--- src/hw/hkad_pkg.sv ---
package hkad_pkg;

    // Special function register addresses
    localparam logic [7:0] ADDR_TEMP_RESULT   = 8'hD7;
    localparam logic [7:0] ADDR_MEASURE_START = 8'hD8;
    localparam logic [7:0] ADDR_BATT_RESULT   = 8'hDF;
    localparam logic [7:0] ADDR_EVENT_ENABLES = 8'hEC;
    localparam logic [7:0] ADDR_EXT_RESULT    = 8'hEF;
    localparam logic [7:0] ADDR_DELTA         = 8'hF3;
    localparam logic [7:0] ADDR_EVENT_FLAGS   = 8'hF8;
    localparam logic [7:0] ADDR_INTERVAL      = 8'hF9;
    localparam logic [7:0] ADDR_LOW_BATT_TH   = 8'hFA;

    // Field positions and widths
    localparam int START_BATT_BIT      = 0;
    localparam int START_TEMP_BIT      = 1;
    localparam int START_W             = 2;
    localparam int IVL_TEMP_LSB        = 0;
    localparam int IVL_BATT_LSB        = 2;
    localparam int IVL_FIELD_W         = 2;
    localparam int IVL_STORE_W         = 4;
    localparam int DELTA_TEMP_LSB      = 3;
    localparam int DELTA_FIELD_W       = 3;
    localparam int DELTA_STORE_W       = 6;
    localparam int FLAG_LOW_BATT_BIT   = 2;
    localparam int ENABLE_LOW_BATT_BIT = 2;

    // Reset values
    localparam logic [7:0] BYTE_RESET = 8'h00;

    // Field encodings
    localparam logic [2:0] DELTA_OFF   = 3'h0;
    localparam logic [2:0] DELTA_EVERY = 3'h7;
    localparam logic [1:0] IVL_OFF     = 2'h0;
    localparam logic [1:0] IVL_CODE_1  = 2'h1;
    localparam logic [1:0] IVL_CODE_2  = 2'h2;

    // Timing
    localparam int PERIOD_S_W      = 10;
    localparam int SEC_PER_MIN     = 60;
    localparam int TEMP_IVL_1_MIN  = 8;
    localparam int TEMP_IVL_2_MIN  = 2;
    localparam int TEMP_IVL_3_MIN  = 1;
    localparam int BATT_IVL_1_MIN  = 16;
    localparam int BATT_IVL_2_MIN  = 4;
    localparam int BATT_IVL_3_MIN  = 1;
    localparam int CLK_PERIOD_NS   = 40;
    localparam int SEC_NS          = 1000000000;
    localparam int SEC_CYCLES_DFLT = SEC_NS / CLK_PERIOD_NS;

    typedef enum logic [1:0] {
        HKAD_MODE_MAINS   = 2'h0,
        HKAD_MODE_BATTERY = 2'h1,
        HKAD_MODE_HALTED  = 2'h2
    } hkad_mode_e;

    typedef enum logic [1:0] {
        HKAD_CH_IDLE = 2'b01,
        HKAD_CH_BUSY = 2'b10
    } hkad_chan_e;

endpackage : hkad_pkg

--- src/hw/hkad_interval_timer.sv ---
`timescale 1ns/1ps
module hkad_interval_timer #(
    parameter int W = hkad_pkg::PERIOD_S_W
) (
    input  wire logic         i_clk,
    input  wire logic         i_rst_n,
    input  wire logic         i_sec_tick,
    input  wire logic [W-1:0] i_period_s,
    output logic              o_expire
);
    if (W < 1) begin : g_bad_width
        $error("hkad_interval_timer: W must be at least 1");
    end

    typedef struct packed {
        logic [W-1:0] cnt;
        logic [W-1:0] period_last;
        logic         expire;
    } hkad_timer_s;

    hkad_timer_s st_r;
    hkad_timer_s st_nxt;

    always_comb begin
        st_nxt             = st_r;
        st_nxt.expire      = 1'b0;
        st_nxt.period_last = i_period_s;
        // Restart on any change of period, stay cleared to zero while disabled
        if (i_period_s == '0 || i_period_s != st_r.period_last) begin
            st_nxt.cnt = '0;
        end else if (i_sec_tick) begin
            if (st_r.cnt + W'(1) >= i_period_s) begin
                st_nxt.cnt    = '0;
                st_nxt.expire = 1'b1;
            end else begin
                st_nxt.cnt = st_r.cnt + W'(1);
            end
        end
    end

    always_ff @(posedge i_clk) begin
        if (!i_rst_n) begin
            st_r <= '0;
        end else begin
            st_r <= st_nxt;
        end
    end

    assign o_expire = st_r.expire;

endmodule : hkad_interval_timer

--- src/hw/hkad_sec_tick.sv ---
`timescale 1ns/1ps
module hkad_sec_tick #(
    parameter int unsigned CYCLES = hkad_pkg::SEC_CYCLES_DFLT
) (
    input  wire logic i_clk,
    input  wire logic i_rst_n,
    output logic      o_tick
);
    localparam int CW = $clog2(CYCLES + 1);

    if (CYCLES < 1) begin : g_bad_cycles
        $error("hkad_sec_tick: CYCLES must be at least 1");
    end

    typedef struct packed {
        logic [CW-1:0] cnt;
        logic          tick;
    } hkad_tick_s;

    hkad_tick_s st_r;
    hkad_tick_s st_nxt;

    always_comb begin
        st_nxt      = st_r;
        st_nxt.tick = 1'b0;
        if (st_r.cnt == CW'(CYCLES - 1)) begin
            st_nxt.cnt  = '0;
            st_nxt.tick = 1'b1;
        end else begin
            st_nxt.cnt = st_r.cnt + CW'(1);
        end
    end

    always_ff @(posedge i_clk) begin
        if (!i_rst_n) begin
            st_r <= '0;
        end else begin
            st_r <= st_nxt;
        end
    end

    assign o_tick = st_r.tick;

endmodule : hkad_sec_tick

--- src/hw/hkad_sequencer.sv ---
`timescale 1ns/1ps
module hkad_sequencer #(
    parameter int unsigned SEC_CYCLES = hkad_pkg::SEC_CYCLES_DFLT
) (
    input  wire logic       I_CLK_SYS,
    input  wire logic       I_RST_N,
    input  wire logic [7:0] I_SFR_ADDR,
    input  wire logic       I_SFR_WR,
    input  wire logic [7:0] I_SFR_WDATA,
    input  wire logic [1:0] I_POWER_MODE,
    input  wire logic       I_TEMP_CONV_DONE,
    input  wire logic [7:0] I_TEMP_CONV_DATA,
    input  wire logic       I_BATT_CONV_DONE,
    input  wire logic [7:0] I_BATT_CONV_DATA,
    output logic [7:0]      O_SFR_RDATA,
    output logic            O_TEMP_CONV_START,
    output logic            O_BATT_CONV_START,
    output logic            O_TEMP_INTERRUPT,
    output logic            O_POWER_SUPPLY_INTERRUPT
);
    localparam int PW = hkad_pkg::PERIOD_S_W;

    if (SEC_CYCLES < 1) begin : g_bad_sec
        $error("hkad_sequencer: SEC_CYCLES must be at least 1");
    end

    typedef struct packed {
        logic [7:0]                          temp_result;
        logic [7:0]                          batt_result;
        logic [7:0]                          temp_ref;
        logic [7:0]                          low_batt_th;
        logic [hkad_pkg::DELTA_STORE_W-1:0]  delta;
        logic [hkad_pkg::IVL_STORE_W-1:0]    interval;
        logic [hkad_pkg::START_W-1:0]        start_req;
        logic                                low_batt_flag;
        logic                                low_batt_en;
        hkad_pkg::hkad_chan_e                temp_st;
        hkad_pkg::hkad_chan_e                batt_st;
        logic                                temp_single;
        logic                                batt_single;
        logic                                temp_bg_pend;
        logic                                batt_bg_pend;
        logic                                temp_start;
        logic                                batt_start;
        logic                                temp_irq;
        logic                                psi;
        logic [7:0]                          rdata;
    } hkad_seq_s;

    hkad_seq_s st_r;
    hkad_seq_s st_nxt;

    logic          sec_tick;
    logic          temp_expire;
    logic          batt_expire;
    logic [PW-1:0] temp_period_s;
    logic [PW-1:0] battery_interval_field_s;

    // Interval code to period in seconds
    function automatic logic [PW-1:0] period_s(input logic [1:0] code,
                                               input int       min_1,
                                               input int       min_2,
                                               input int       min_3);
        int mins;
        mins = 0;
        if (code == hkad_pkg::IVL_OFF) begin
            mins = 0;
        end else if (code == hkad_pkg::IVL_CODE_1) begin
            mins = min_1;
        end else if (code == hkad_pkg::IVL_CODE_2) begin
            mins = min_2;
        end else begin
            mins = min_3;
        end
        return PW'(mins * hkad_pkg::SEC_PER_MIN);
    endfunction : period_s

    // Delta decision for a background temperature result
    function automatic logic delta_hit(input logic [7:0] new_val,
                                       input logic [7:0] ref_val,
                                       input logic [2:0] code);
        logic [7:0] diff;
        diff = (new_val >= ref_val) ? (new_val - ref_val) : (ref_val - new_val);
        if (code == hkad_pkg::DELTA_OFF) begin
            return 1'b0;
        end else if (code == hkad_pkg::DELTA_EVERY) begin
            return 1'b1;
        end
        return diff > {5'h00, code};
    endfunction : delta_hit

    always_comb begin
        temp_period_s = period_s(
            st_r.interval[hkad_pkg::IVL_TEMP_LSB +: hkad_pkg::IVL_FIELD_W],
            hkad_pkg::TEMP_IVL_1_MIN, hkad_pkg::TEMP_IVL_2_MIN,
            hkad_pkg::TEMP_IVL_3_MIN);
        battery_interval_field_s = period_s(
            st_r.interval[hkad_pkg::IVL_BATT_LSB +: hkad_pkg::IVL_FIELD_W],
            hkad_pkg::BATT_IVL_1_MIN, hkad_pkg::BATT_IVL_2_MIN,
            hkad_pkg::BATT_IVL_3_MIN);
    end

    hkad_sec_tick #(
        .CYCLES (SEC_CYCLES)
    ) u_sec_tick (
        .i_clk   (I_CLK_SYS),
        .i_rst_n (I_RST_N),
        .o_tick  (sec_tick)
    );

    hkad_interval_timer #(
        .W (PW)
    ) u_temp_timer (
        .i_clk      (I_CLK_SYS),
        .i_rst_n    (I_RST_N),
        .i_sec_tick (sec_tick),
        .i_period_s (temp_period_s),
        .o_expire   (temp_expire)
    );

    hkad_interval_timer #(
        .W (PW)
    ) u_batt_timer (
        .i_clk      (I_CLK_SYS),
        .i_rst_n    (I_RST_N),
        .i_sec_tick (sec_tick),
        .i_period_s (battery_interval_field_s),
        .o_expire   (batt_expire)
    );

    always_comb begin
        logic       mode_mains;
        logic       mode_batt;
        logic       mode_halt;
        logic       temp_single_ok;
        logic       temp_bg_ok;
        logic       batt_single_ok;
        logic       batt_bg_ok;
        logic       temp_event;
        logic       batt_event;
        logic [2:0] temp_code;
        mode_mains     = (I_POWER_MODE == hkad_pkg::HKAD_MODE_MAINS);
        mode_batt      = (I_POWER_MODE == hkad_pkg::HKAD_MODE_BATTERY);
        mode_halt      = (I_POWER_MODE == hkad_pkg::HKAD_MODE_HALTED);
        temp_single_ok = mode_mains | mode_batt;
        temp_bg_ok     = mode_mains | mode_halt;
        batt_single_ok = mode_mains | mode_batt;
        batt_bg_ok     = mode_mains;
        temp_event     = 1'b0;
        batt_event     = 1'b0;
        temp_code      = st_r.delta[hkad_pkg::DELTA_TEMP_LSB +: hkad_pkg::DELTA_FIELD_W];

        st_nxt            = st_r;
        st_nxt.temp_start = 1'b0;
        st_nxt.batt_start = 1'b0;
        st_nxt.temp_irq   = 1'b0;

        // Background ticks, dropped when the mode forbids them
        if (temp_expire && temp_bg_ok) begin
            st_nxt.temp_bg_pend = 1'b1;
        end
        if (batt_expire && batt_bg_ok) begin
            st_nxt.batt_bg_pend = 1'b1;
        end

        // Temperature channel
        unique case (st_r.temp_st)
            hkad_pkg::HKAD_CH_IDLE: begin
                if (st_r.start_req[hkad_pkg::START_TEMP_BIT] && temp_single_ok) begin
                    st_nxt.start_req[hkad_pkg::START_TEMP_BIT] = 1'b0;
                    st_nxt.temp_single = 1'b1;
                    st_nxt.temp_start  = 1'b1;
                    st_nxt.temp_st     = hkad_pkg::HKAD_CH_BUSY;
                end else if (st_nxt.temp_bg_pend && temp_bg_ok) begin
                    st_nxt.temp_bg_pend = 1'b0;
                    st_nxt.temp_single  = 1'b0;
                    st_nxt.temp_start   = 1'b1;
                    st_nxt.temp_st      = hkad_pkg::HKAD_CH_BUSY;
                end
            end
            hkad_pkg::HKAD_CH_BUSY: begin
                if (I_TEMP_CONV_DONE) begin
                    st_nxt.temp_st = hkad_pkg::HKAD_CH_IDLE;
                    // Single completion or delta exceedance, one interrupt
                    temp_event = st_r.temp_single
                               | delta_hit(I_TEMP_CONV_DATA, st_r.temp_ref,
                                           temp_code);
                end
            end
        endcase

        if (temp_event) begin
            st_nxt.temp_irq    = 1'b1;
            st_nxt.temp_result = I_TEMP_CONV_DATA;
            st_nxt.temp_ref    = I_TEMP_CONV_DATA;
        end

        // Battery channel
        unique case (st_r.batt_st)
            hkad_pkg::HKAD_CH_IDLE: begin
                if (st_r.start_req[hkad_pkg::START_BATT_BIT] && batt_single_ok) begin
                    st_nxt.start_req[hkad_pkg::START_BATT_BIT] = 1'b0;
                    st_nxt.batt_single = 1'b1;
                    st_nxt.batt_start  = 1'b1;
                    st_nxt.batt_st     = hkad_pkg::HKAD_CH_BUSY;
                end else if (st_nxt.batt_bg_pend && batt_bg_ok) begin
                    st_nxt.batt_bg_pend = 1'b0;
                    st_nxt.batt_single  = 1'b0;
                    st_nxt.batt_start   = 1'b1;
                    st_nxt.batt_st      = hkad_pkg::HKAD_CH_BUSY;
                end
            end
            hkad_pkg::HKAD_CH_BUSY: begin
                if (I_BATT_CONV_DONE) begin
                    st_nxt.batt_st = hkad_pkg::HKAD_CH_IDLE;
                    batt_event = st_r.batt_single
                               | (I_BATT_CONV_DATA < st_r.low_batt_th);
                end
            end
        endcase

        // Register writes
        if (I_SFR_WR) begin
            unique case (I_SFR_ADDR)
                hkad_pkg::ADDR_MEASURE_START: begin
                    st_nxt.start_req = st_nxt.start_req
                                     | I_SFR_WDATA[hkad_pkg::START_W-1:0];
                end
                hkad_pkg::ADDR_INTERVAL: begin
                    st_nxt.interval = I_SFR_WDATA[hkad_pkg::IVL_STORE_W-1:0];
                end
                hkad_pkg::ADDR_DELTA: begin
                    st_nxt.delta = I_SFR_WDATA[hkad_pkg::DELTA_STORE_W-1:0];
                end
                hkad_pkg::ADDR_LOW_BATT_TH: begin
                    st_nxt.low_batt_th = I_SFR_WDATA;
                end
                hkad_pkg::ADDR_EVENT_FLAGS: begin
                    st_nxt.low_batt_flag = I_SFR_WDATA[hkad_pkg::FLAG_LOW_BATT_BIT];
                end
                hkad_pkg::ADDR_EVENT_ENABLES: begin
                    st_nxt.low_batt_en = I_SFR_WDATA[hkad_pkg::ENABLE_LOW_BATT_BIT];
                end
                default: begin
                end
            endcase
        end

        // Hardware set wins over a software clear
        if (batt_event) begin
            st_nxt.low_batt_flag = 1'b1;
            st_nxt.batt_result   = I_BATT_CONV_DATA;
        end

        st_nxt.psi = st_nxt.low_batt_flag & st_nxt.low_batt_en;

        // Read data for the addressed register
        st_nxt.rdata = hkad_pkg::BYTE_RESET;
        unique case (I_SFR_ADDR)
            hkad_pkg::ADDR_TEMP_RESULT:   st_nxt.rdata = st_r.temp_result;
            hkad_pkg::ADDR_BATT_RESULT:   st_nxt.rdata = st_r.batt_result;
            hkad_pkg::ADDR_MEASURE_START: st_nxt.rdata = {6'h00, st_r.start_req};
            hkad_pkg::ADDR_INTERVAL:      st_nxt.rdata = {4'h0, st_r.interval};
            hkad_pkg::ADDR_DELTA:         st_nxt.rdata = {2'h0, st_r.delta};
            hkad_pkg::ADDR_LOW_BATT_TH:   st_nxt.rdata = st_r.low_batt_th;
            hkad_pkg::ADDR_EVENT_FLAGS: begin
                st_nxt.rdata[hkad_pkg::FLAG_LOW_BATT_BIT] = st_r.low_batt_flag;
            end
            hkad_pkg::ADDR_EVENT_ENABLES: begin
                st_nxt.rdata[hkad_pkg::ENABLE_LOW_BATT_BIT] = st_r.low_batt_en;
            end
            default: begin
            end
        endcase
    end

    always_ff @(posedge I_CLK_SYS) begin
        if (!I_RST_N) begin
            st_r         <= '0;
            st_r.temp_st <= hkad_pkg::HKAD_CH_IDLE;
            st_r.batt_st <= hkad_pkg::HKAD_CH_IDLE;
        end else begin
            st_r <= st_nxt;
        end
    end

    assign O_SFR_RDATA              = st_r.rdata;
    assign O_TEMP_CONV_START        = st_r.temp_start;
    assign O_BATT_CONV_START        = st_r.batt_start;
    assign O_TEMP_INTERRUPT         = st_r.temp_irq;
    assign O_POWER_SUPPLY_INTERRUPT = st_r.psi;

endmodule : hkad_sequencer

--- config.mk ---
export PLATFORM = sky130hd
export DESIGN_NAME = hkad_sequencer
export DESIGN_NICKNAME = d
export VERILOG_FILES = /design/src/hw/hkad_pkg.sv /design/src/hw/hkad_interval_timer.sv /design/src/hw/hkad_sec_tick.sv /design/src/hw/hkad_sequencer.sv
export SDC_FILE = /design/constraint.sdc
export NUM_CORES = 1
export LEC_CHECK = 0
export BUFFER_PORTS_ARGS = -buffer_cell sky130_fd_sc_hd__buf_2
export CAP_MARGIN = 10
export CORE_UTILIZATION = 50
export DETAILED_ROUTE_END_ITERATION = 8
export PLACE_DENSITY_LB_ADDON = 0.08
export RECOVER_POWER = 50
export SETUP_SLACK_MARGIN = 0.1
export SLEW_MARGIN = 10
export SYNTH_ARGS = -nofsm -noshare
export SYNTH_HDL_FRONTEND = slang
export SYNTH_SLANG_ARGS = --single-unit
--- constraint.sdc ---
create_clock -name I_CLK_SYS -period 4.65 [get_ports I_CLK_SYS]
set_input_delay 0.465 -clock I_CLK_SYS [delete_from_list [all_inputs] [get_ports I_CLK_SYS]]
set_output_delay 0.465 -clock I_CLK_SYS [all_outputs]
set_load 0.02 [all_outputs]
* Word-level counts from Yosys, hierarchy flattened
Cells that the tools add are included.
W data, S select, Z words.
** Word-level totals
- Input port bits :: 39
- Bits in latches :: 0
- Output and inout port bits :: 12
- Logic and storage cells :: 167
- Memories :: 0
- Bits in registers :: 126
- Bits in writable memories :: 0
- Memory bits (read-only) :: 0
** Cells by class
- Shifts and indexed selects :: 0
- Multiply operators :: 2
- Reductions and logical operators :: 30
- Divide/modulo/power cells :: 0
- Add/sub/neg operators :: 5
- Eq/ne operators :: 26
- Order comparisons :: 5
- Bitwise operators :: 8
- Multiplexer cells :: 62
** Operators by type and width (number)
- $eq A8 B8 Y1 const B :: 8
- $mul A32 B5 Y8 const B :: 2
- $mux W1 :: 40
- $add A25 B1 Y25 const B :: 1
- $eq A25 B25 Y1 const B :: 1
- $pmux W5 S5 :: 1
- $add A10 B1 Y10 const B :: 2
- $ge A10 B10 Y1 :: 2
- $logic_not A10 Y1 :: 2
- $mux W10 :: 2
- $ne A10 B10 Y1 :: 2
- $reduce_and A2 Y1 :: 9
- $mux W2 :: 8
- $sub A8 B8 Y8 :: 2
- $mux W4 :: 3
- $pmux W2 S6 :: 1
- $eq A2 B1 Y1 const B :: 5
- $eq A2 B2 Y1 const B :: 5
- $mux W5 :: 2
- $ge A8 B8 Y1 :: 1
- $gt A8 B3 Y1 :: 1
- $lt A8 B8 Y1 :: 1
- $mux W8 :: 1
- $pmux W2 S2 :: 2
- 16 further kinds :: 34

* Logic depth before layout (Yosys ltp)
- Depth in word-level cells :: 12
- Depth in mapped cells :: 19
- Depth with buffers taken out :: 18

* By module
Synthesis repeated with hierarchy kept, for this count alone.
** Second synthesis, totals
- Cells, all modules :: 885
- Area total of the unflattened synthesis :: 7468.4 sq um
** By module, submodules not included
- hkad_sequencer :: area each 3761.1 sq um, seq. area each 1161.1 sq um, instances 1, cells an instance 477
- hkad_interval_timer :: area each 1244.9 sq um, seq. area each 420.4 sq um, instances 2, cells an instance 136
- hkad_sec_tick :: area each 1217.4 sq um, seq. area each 520.5 sq um, instances 1, cells an instance 136

* Worst setup path after synthesis
OpenSTA, ideal clock, no wires.
- Path kind :: input to register
- From :: in I_TEMP_CONV_DATA[0]
- To :: reg st_r (netlist bit O_TEMP_INTERRUPT)
- Stages on the path :: 19
- Path slack :: 0.334 ns
- Data required time :: 4.535 ns
- Arrival time :: 4.201 ns
- Cell sequence :: inv_1 ha_1 inv_1 fa_1 a21oi_4 o211ai_1 a31o_2 a21oi_1 mux2_2 ha_1 nor2b_1 o21ai_0 a32oi_1 a2111o_1 or4_1 a32oi_1 o31ai_1 buf_6 and2_1
** Between the ends
- Word-level cells in the longest chain between the ends :: 10
- Elaborated cells on any way between the ends :: 12
** RTL lines
- from (decl) :: line hkad_sequencer.sv:12 : input wire logic [7:0] I_TEMP_CONV_DATA,
- $sub A8 B8 Y8 / $ge A8 B8 Y1 (equally long branches) :: line hkad_sequencer.sv:83 : diff = (new_val >= ref_val) ? (new_val - ref_val) : (ref_val - new_val);
- $mux W8 * :: line hkad_sequencer.sv:83
- $gt A8 B3 Y1 * :: line hkad_sequencer.sv:89 : return diff > {5'h00, code};
- $mux W1 * :: line hkad_sequencer.sv:89
- $mux W1 * :: line hkad_sequencer.sv:182 : if (I_TEMP_CONV_DONE) begin
- $mux W1 * :: line hkad_sequencer.sv:167 : unique case (st_r.temp_st)
- $or A1 B1 Y1 * :: line hkad_sequencer.sv:186 : | delta_hit(I_TEMP_CONV_DATA, st_r.temp_ref,
- $mux W1 * :: line hkad_sequencer.sv:182
- $mux W1 * :: line hkad_sequencer.sv:167
- $mux W1 * :: line hkad_sequencer.sv:192 : if (temp_event) begin
- to (signal assigned) :: line hkad_sequencer.sv:283 : st_r <= st_nxt;
- to (decl) :: line hkad_sequencer.sv:50 : hkad_seq_s st_r;
Mark *: on every way between the ends. The rest lies on a longest branch, timed or not. The select of a mux whose other input is x is not followed.
A chain may end at the register's enable or synchronous reset.

* Final worst setup path
- From :: reg st_r[42] in the netlist's numbering
- To :: reg st_r (netlist bit O_TEMP_INTERRUPT)
** Between the ends
- Word-level cells in the longest chain between the ends :: 10
- Elaborated cells on any way between the ends :: 12
** RTL lines (line)
- $sub A8 B8 Y8 / $ge A8 B8 Y1 (equally long branches) :: hkad_sequencer.sv:83
- $mux W8 * :: hkad_sequencer.sv:83
- $gt A8 B3 Y1 * :: hkad_sequencer.sv:89
- $mux W1 * :: hkad_sequencer.sv:89
- $mux W1 * :: hkad_sequencer.sv:182
- $mux W1 * :: hkad_sequencer.sv:167
- $or A1 B1 Y1 * :: hkad_sequencer.sv:186
- $mux W1 * :: hkad_sequencer.sv:182
- $mux W1 * :: hkad_sequencer.sv:167
- $mux W1 * :: hkad_sequencer.sv:192
Marks and branches as above.

==> run_results.csv <==
group,metric,value,unit
timing,fin_setup_tns,0,ns
worst_setup_path,path_cells,"ha_1, inv_1, fa_2, a21oi_4, o211ai_1, a31o_2, a21oi_2, mux2_2, ha_1, nor2b_1, o21ai_1, a32oi_1, a2111o_1, or4_1, a32oi_1, o31ai_1, buf_4, and2_1",
worst_setup_path,required,4.96,ns
global_route,grt_use_met2,0.396,
clock_network,cts_made_buffers,17,
clock_network,clk_latency,0.43,ns
timing,setup_viol,0,
timing,whs,0.284,ns
worst_setup_path,endpoint_kind,"register",
timing,max_freq,233,MHz
timing,post-route-min-period,4.30,ns
clock_network,clkTransAtPathRegs,0.06,ns
floorplanning,die_w,117,µm
route,routed_wirelength,15300,µm
synthesis,yosys_warnings,0,
worst_hold_path,hold_class,"in -> reg",
placement,placed_cell_area,6960,µm²
route,routed_via_density,5.51,
timing,skew,0.0143,ns
timing,timing_worst_slew_pin_value,2.31,ns
route,vias,5661,
placement,dp_hpwl,11200,µm
synthesis,ys_ff_latch,118,
timing,finalCritPeriodShare,0.925,
clock_network,cts_hold_buf,0,
floorplanning,die_height,117,µm
floorplanning,core_area,12700,µm²
worst_setup_path,crit_type,"reg -> reg",
route,post_drt_wl_per_cell,14.9,µm
final_layout,post_route_cells_drive_above_1_share,0.103,
job,cap_violations,1,
route,drc,0,
final_layout,fillCellCount,1215,
final_layout,stdcell_area,7530,µm²
timing,grt_setup_unrepaired,"no",
placement,place_congestion,0.905,
synthesis,synth-seq-area-share,0.358,
power,cellLeakagePower,2.90,nW
power,p_per_area,328,nW/µm²
synthesis,syn_inst,799,
synthesis,synthesis.nets,899,
clock_network,cts.path.max_buffers,2,
final_layout,antenna_cells,0,
synthesis,synth_flop_cell,"dfxtp_1",
outcome,violations,"capacitance limit, slew limit",
global_route,grt_overflow,0,
clock_network,htree_levels,4,
clock_network,cts_sinks,118,
synthesis,synth_area,6600,µm²
global_route,use_met3,0.0510,
route,first_pass_iters,7,
timing,slew_headroom,-0.540,
timing,slew_violations,54,
worst_setup_path,cp_top_family,"compound AO/OA/AOI/OAI gates",
synthesis,synth-edff-count,0,
power,p_total,0.00247,W
worst_setup_path,worst_setup_path_start_kind,"register",
route,antenna_left,0,
worst_setup_path,cp_slowest_cell,"or4_1",
global_route,first_global_vias,5315,
clock_network,root_buffer,"clkbuf_16",
outcome,status,"complete, but fails checks",
clock_network,cts_tree,"yes",
clock_network,cts_setup_buffers,0,
power,ir_drop,0.000249,V
final_layout,final_nets,943,
synthesis,synth_cell_types,61,
final_layout,area_growth,14.1,%
floorplanning,die-area,13700,µm²
floorplanning,ios,51,
worst_setup_path,path_buf_inv,2,
synthesis,synth.avg_cell_area,8.26,µm²
worst_setup_path,slowest_delay,0.51,ns
worst_setup_path,cp_max_fo,4,
global_route,grt_max_degree,54,
floorplanning,start_util,0.519,
floorplanning,fp-row-count,41,
global_route,grt-busiest-layer,"met2",
global_route,grt_util_met1,0.313,
global_route,antenna_found_initial,0,
synthesis,synthArstFlopShare,0,
worst_setup_path,worstPathArrival,4.61,ns
global_route,grt_pass1_wl,25300,µm
route,drtIter0Drc,383,
timing,final_hold_viol_count,0,
placement,port_buffers,50,
global_route,track_usage,0.242,
final_layout,final_core_util,0.592,
[report_power, final]
group          leakage (nW)  total (W)  switching (W)  internal, W
Combinational          1.66   0.000131      0.0000818    0.0000496
Sequential            0.952    0.00102     0.00000385      0.00102
Clock                 0.287    0.00132       0.000455     0.000865
Total                  2.90    0.00247       0.000540      0.00193
[sequential cells by signal (all words and copies together), names as in the netlist]
| signal | count |
|---|---|
| O_SFR_RDATA | 8 |
| st_r | 46 |
| O_TEMP_INTERRUPT | 1 |
| O_BATT_CONV_START | 1 |
| u_sec_tick.st_r | 25 |
| u_temp_timer.o_expire | 1 |
| u_batt_timer.o_expire | 1 |
| O_TEMP_CONV_START | 1 |
| u_batt_timer.st_r | 15 |
| u_sec_tick.o_tick | 1 |
| u_temp_timer.st_r | 17 |
| O_POWER_SUPPLY_INTERRUPT | 1 |
[synthesized netlist by cell type, types with 10 or more instances]
cell / n / area (µm²)
a21o_1: 13 / 97.6
a21oi_1: 63 / 315
and3_1: 14 / 87.6
clkbuf_1: 21 / 78.8
dfxtp_1: 118 / 2360
ha_1: 59 / 738
inv_1: 55 / 206
mux2i_1: 15 / 150
nand2_1: 79 / 297
nand3_1: 53 / 265
nor2_1: 78 / 293
nor3_1: 10 / 50.1
o21ai_0: 37 / 185
xnor2_1: 23 / 201
xor2_1: 24 / 210
[metrics by stage]
step	cells	setup WS, ns
after floorplan	799	0.334
after global routing	1028	0.155
after CTS	1028	0.160
after global placement	996	0.155
final	1028	0.350
after detailed placement	996	-0.0117
[worst register-to-register path: stages, from the launching register on]
cell,delay (ns)
dfxtp_2,0.37
ha_1,0.18
inv_1,0.06
fa_2,0.37
a21oi_4,0.16
o211ai_1,0.10
a31o_2,0.27
a21oi_2,0.17
mux2_2,0.36
ha_1,0.29
nor2b_1,0.14
o21ai_1,0.12
a32oi_1,0.10
a2111o_1,0.35
or4_1,0.51
a32oi_1,0.20
o31ai_1,0.12
buf_4,0.17
and2_1,0.15
[worst paths after layout]
kind                                       from                       endpoint  slack (ns)  cells past startpoint
setup / recovery          st_r[42]$_SDFFE_PN0P_    O_TEMP_INTERRUPT$_SDFF_PN0_        0.35                     18
hold / removal                   I_SFR_WDATA[6]          st_r[40]$_SDFFE_PN0P_        0.28                      3
setup reg to reg          st_r[42]$_SDFFE_PN0P_    O_TEMP_INTERRUPT$_SDFF_PN0_        0.35                     18
hold reg to reg   u_sec_tick.st_r[1]$_SDFF_PP0_  u_sec_tick.st_r[1]$_SDFF_PP0_        0.46                      1
[layout by cell type, fill, tap and decap left out, types with 14 or more instances in the layout]
cell type,synthesis,final
xnor2_1,23,23
nand2_1,79,79
ha_1,59,59
mux2i_1,15,15
inv_1,55,55
buf_2,1,36
clkbuf_1,21,20
dfxtp_1,118,116
a21oi_1,63,62
nor2_1,78,78
clkbuf_16,0,17
o21ai_0,37,36
and3_1,14,14
xor2_1,24,24
nand3_1,53,53
[what timing repair did]
| item | in CTS | in global routing |
|---|---|---|
| endpoints found under the hold margin | 0 | 0 |
| gates resized for setup | 0 | 5 |
| endpoints found under the setup margin | 0 | 9 |
[cell type report]
| cell class | count | area (µm²) | area share |
|---|---|---|---|
| flip-flops and latches | 118 | 2360 | 0.314 |
| inverters | 57 | 214 | 0.0284 |
| clock buffers | 23 | 468 | 0.0621 |
| well taps | 172 | 215 | 0.0286 |
| multi-input cells | 591 | 3860 | 0.512 |
| clock inverters | 9 | 125 | 0.0166 |
| repair buffers | 58 | 285 | 0.0379 |
[cell families after synthesis]
group,synth area share
compound gates,0.163
buf+inv,0.0582
mux,0.0245
xor+xnor,0.0624
simple gates,0.216
fa+ha+maj,0.118
flops,0.358
[metal layers]
| layer | vias to the layer above | share of wire |
|---|---|---|
| met5 | - | 0 |
| li1 | 2878 | - |
| met4 | 0 | 0.016 |
| met3 | 21 | 0.036 |
| met2 | 117 | 0.47 |
| met1 | 2645 | 0.48 |
Power figures use the tool's default switching activity.
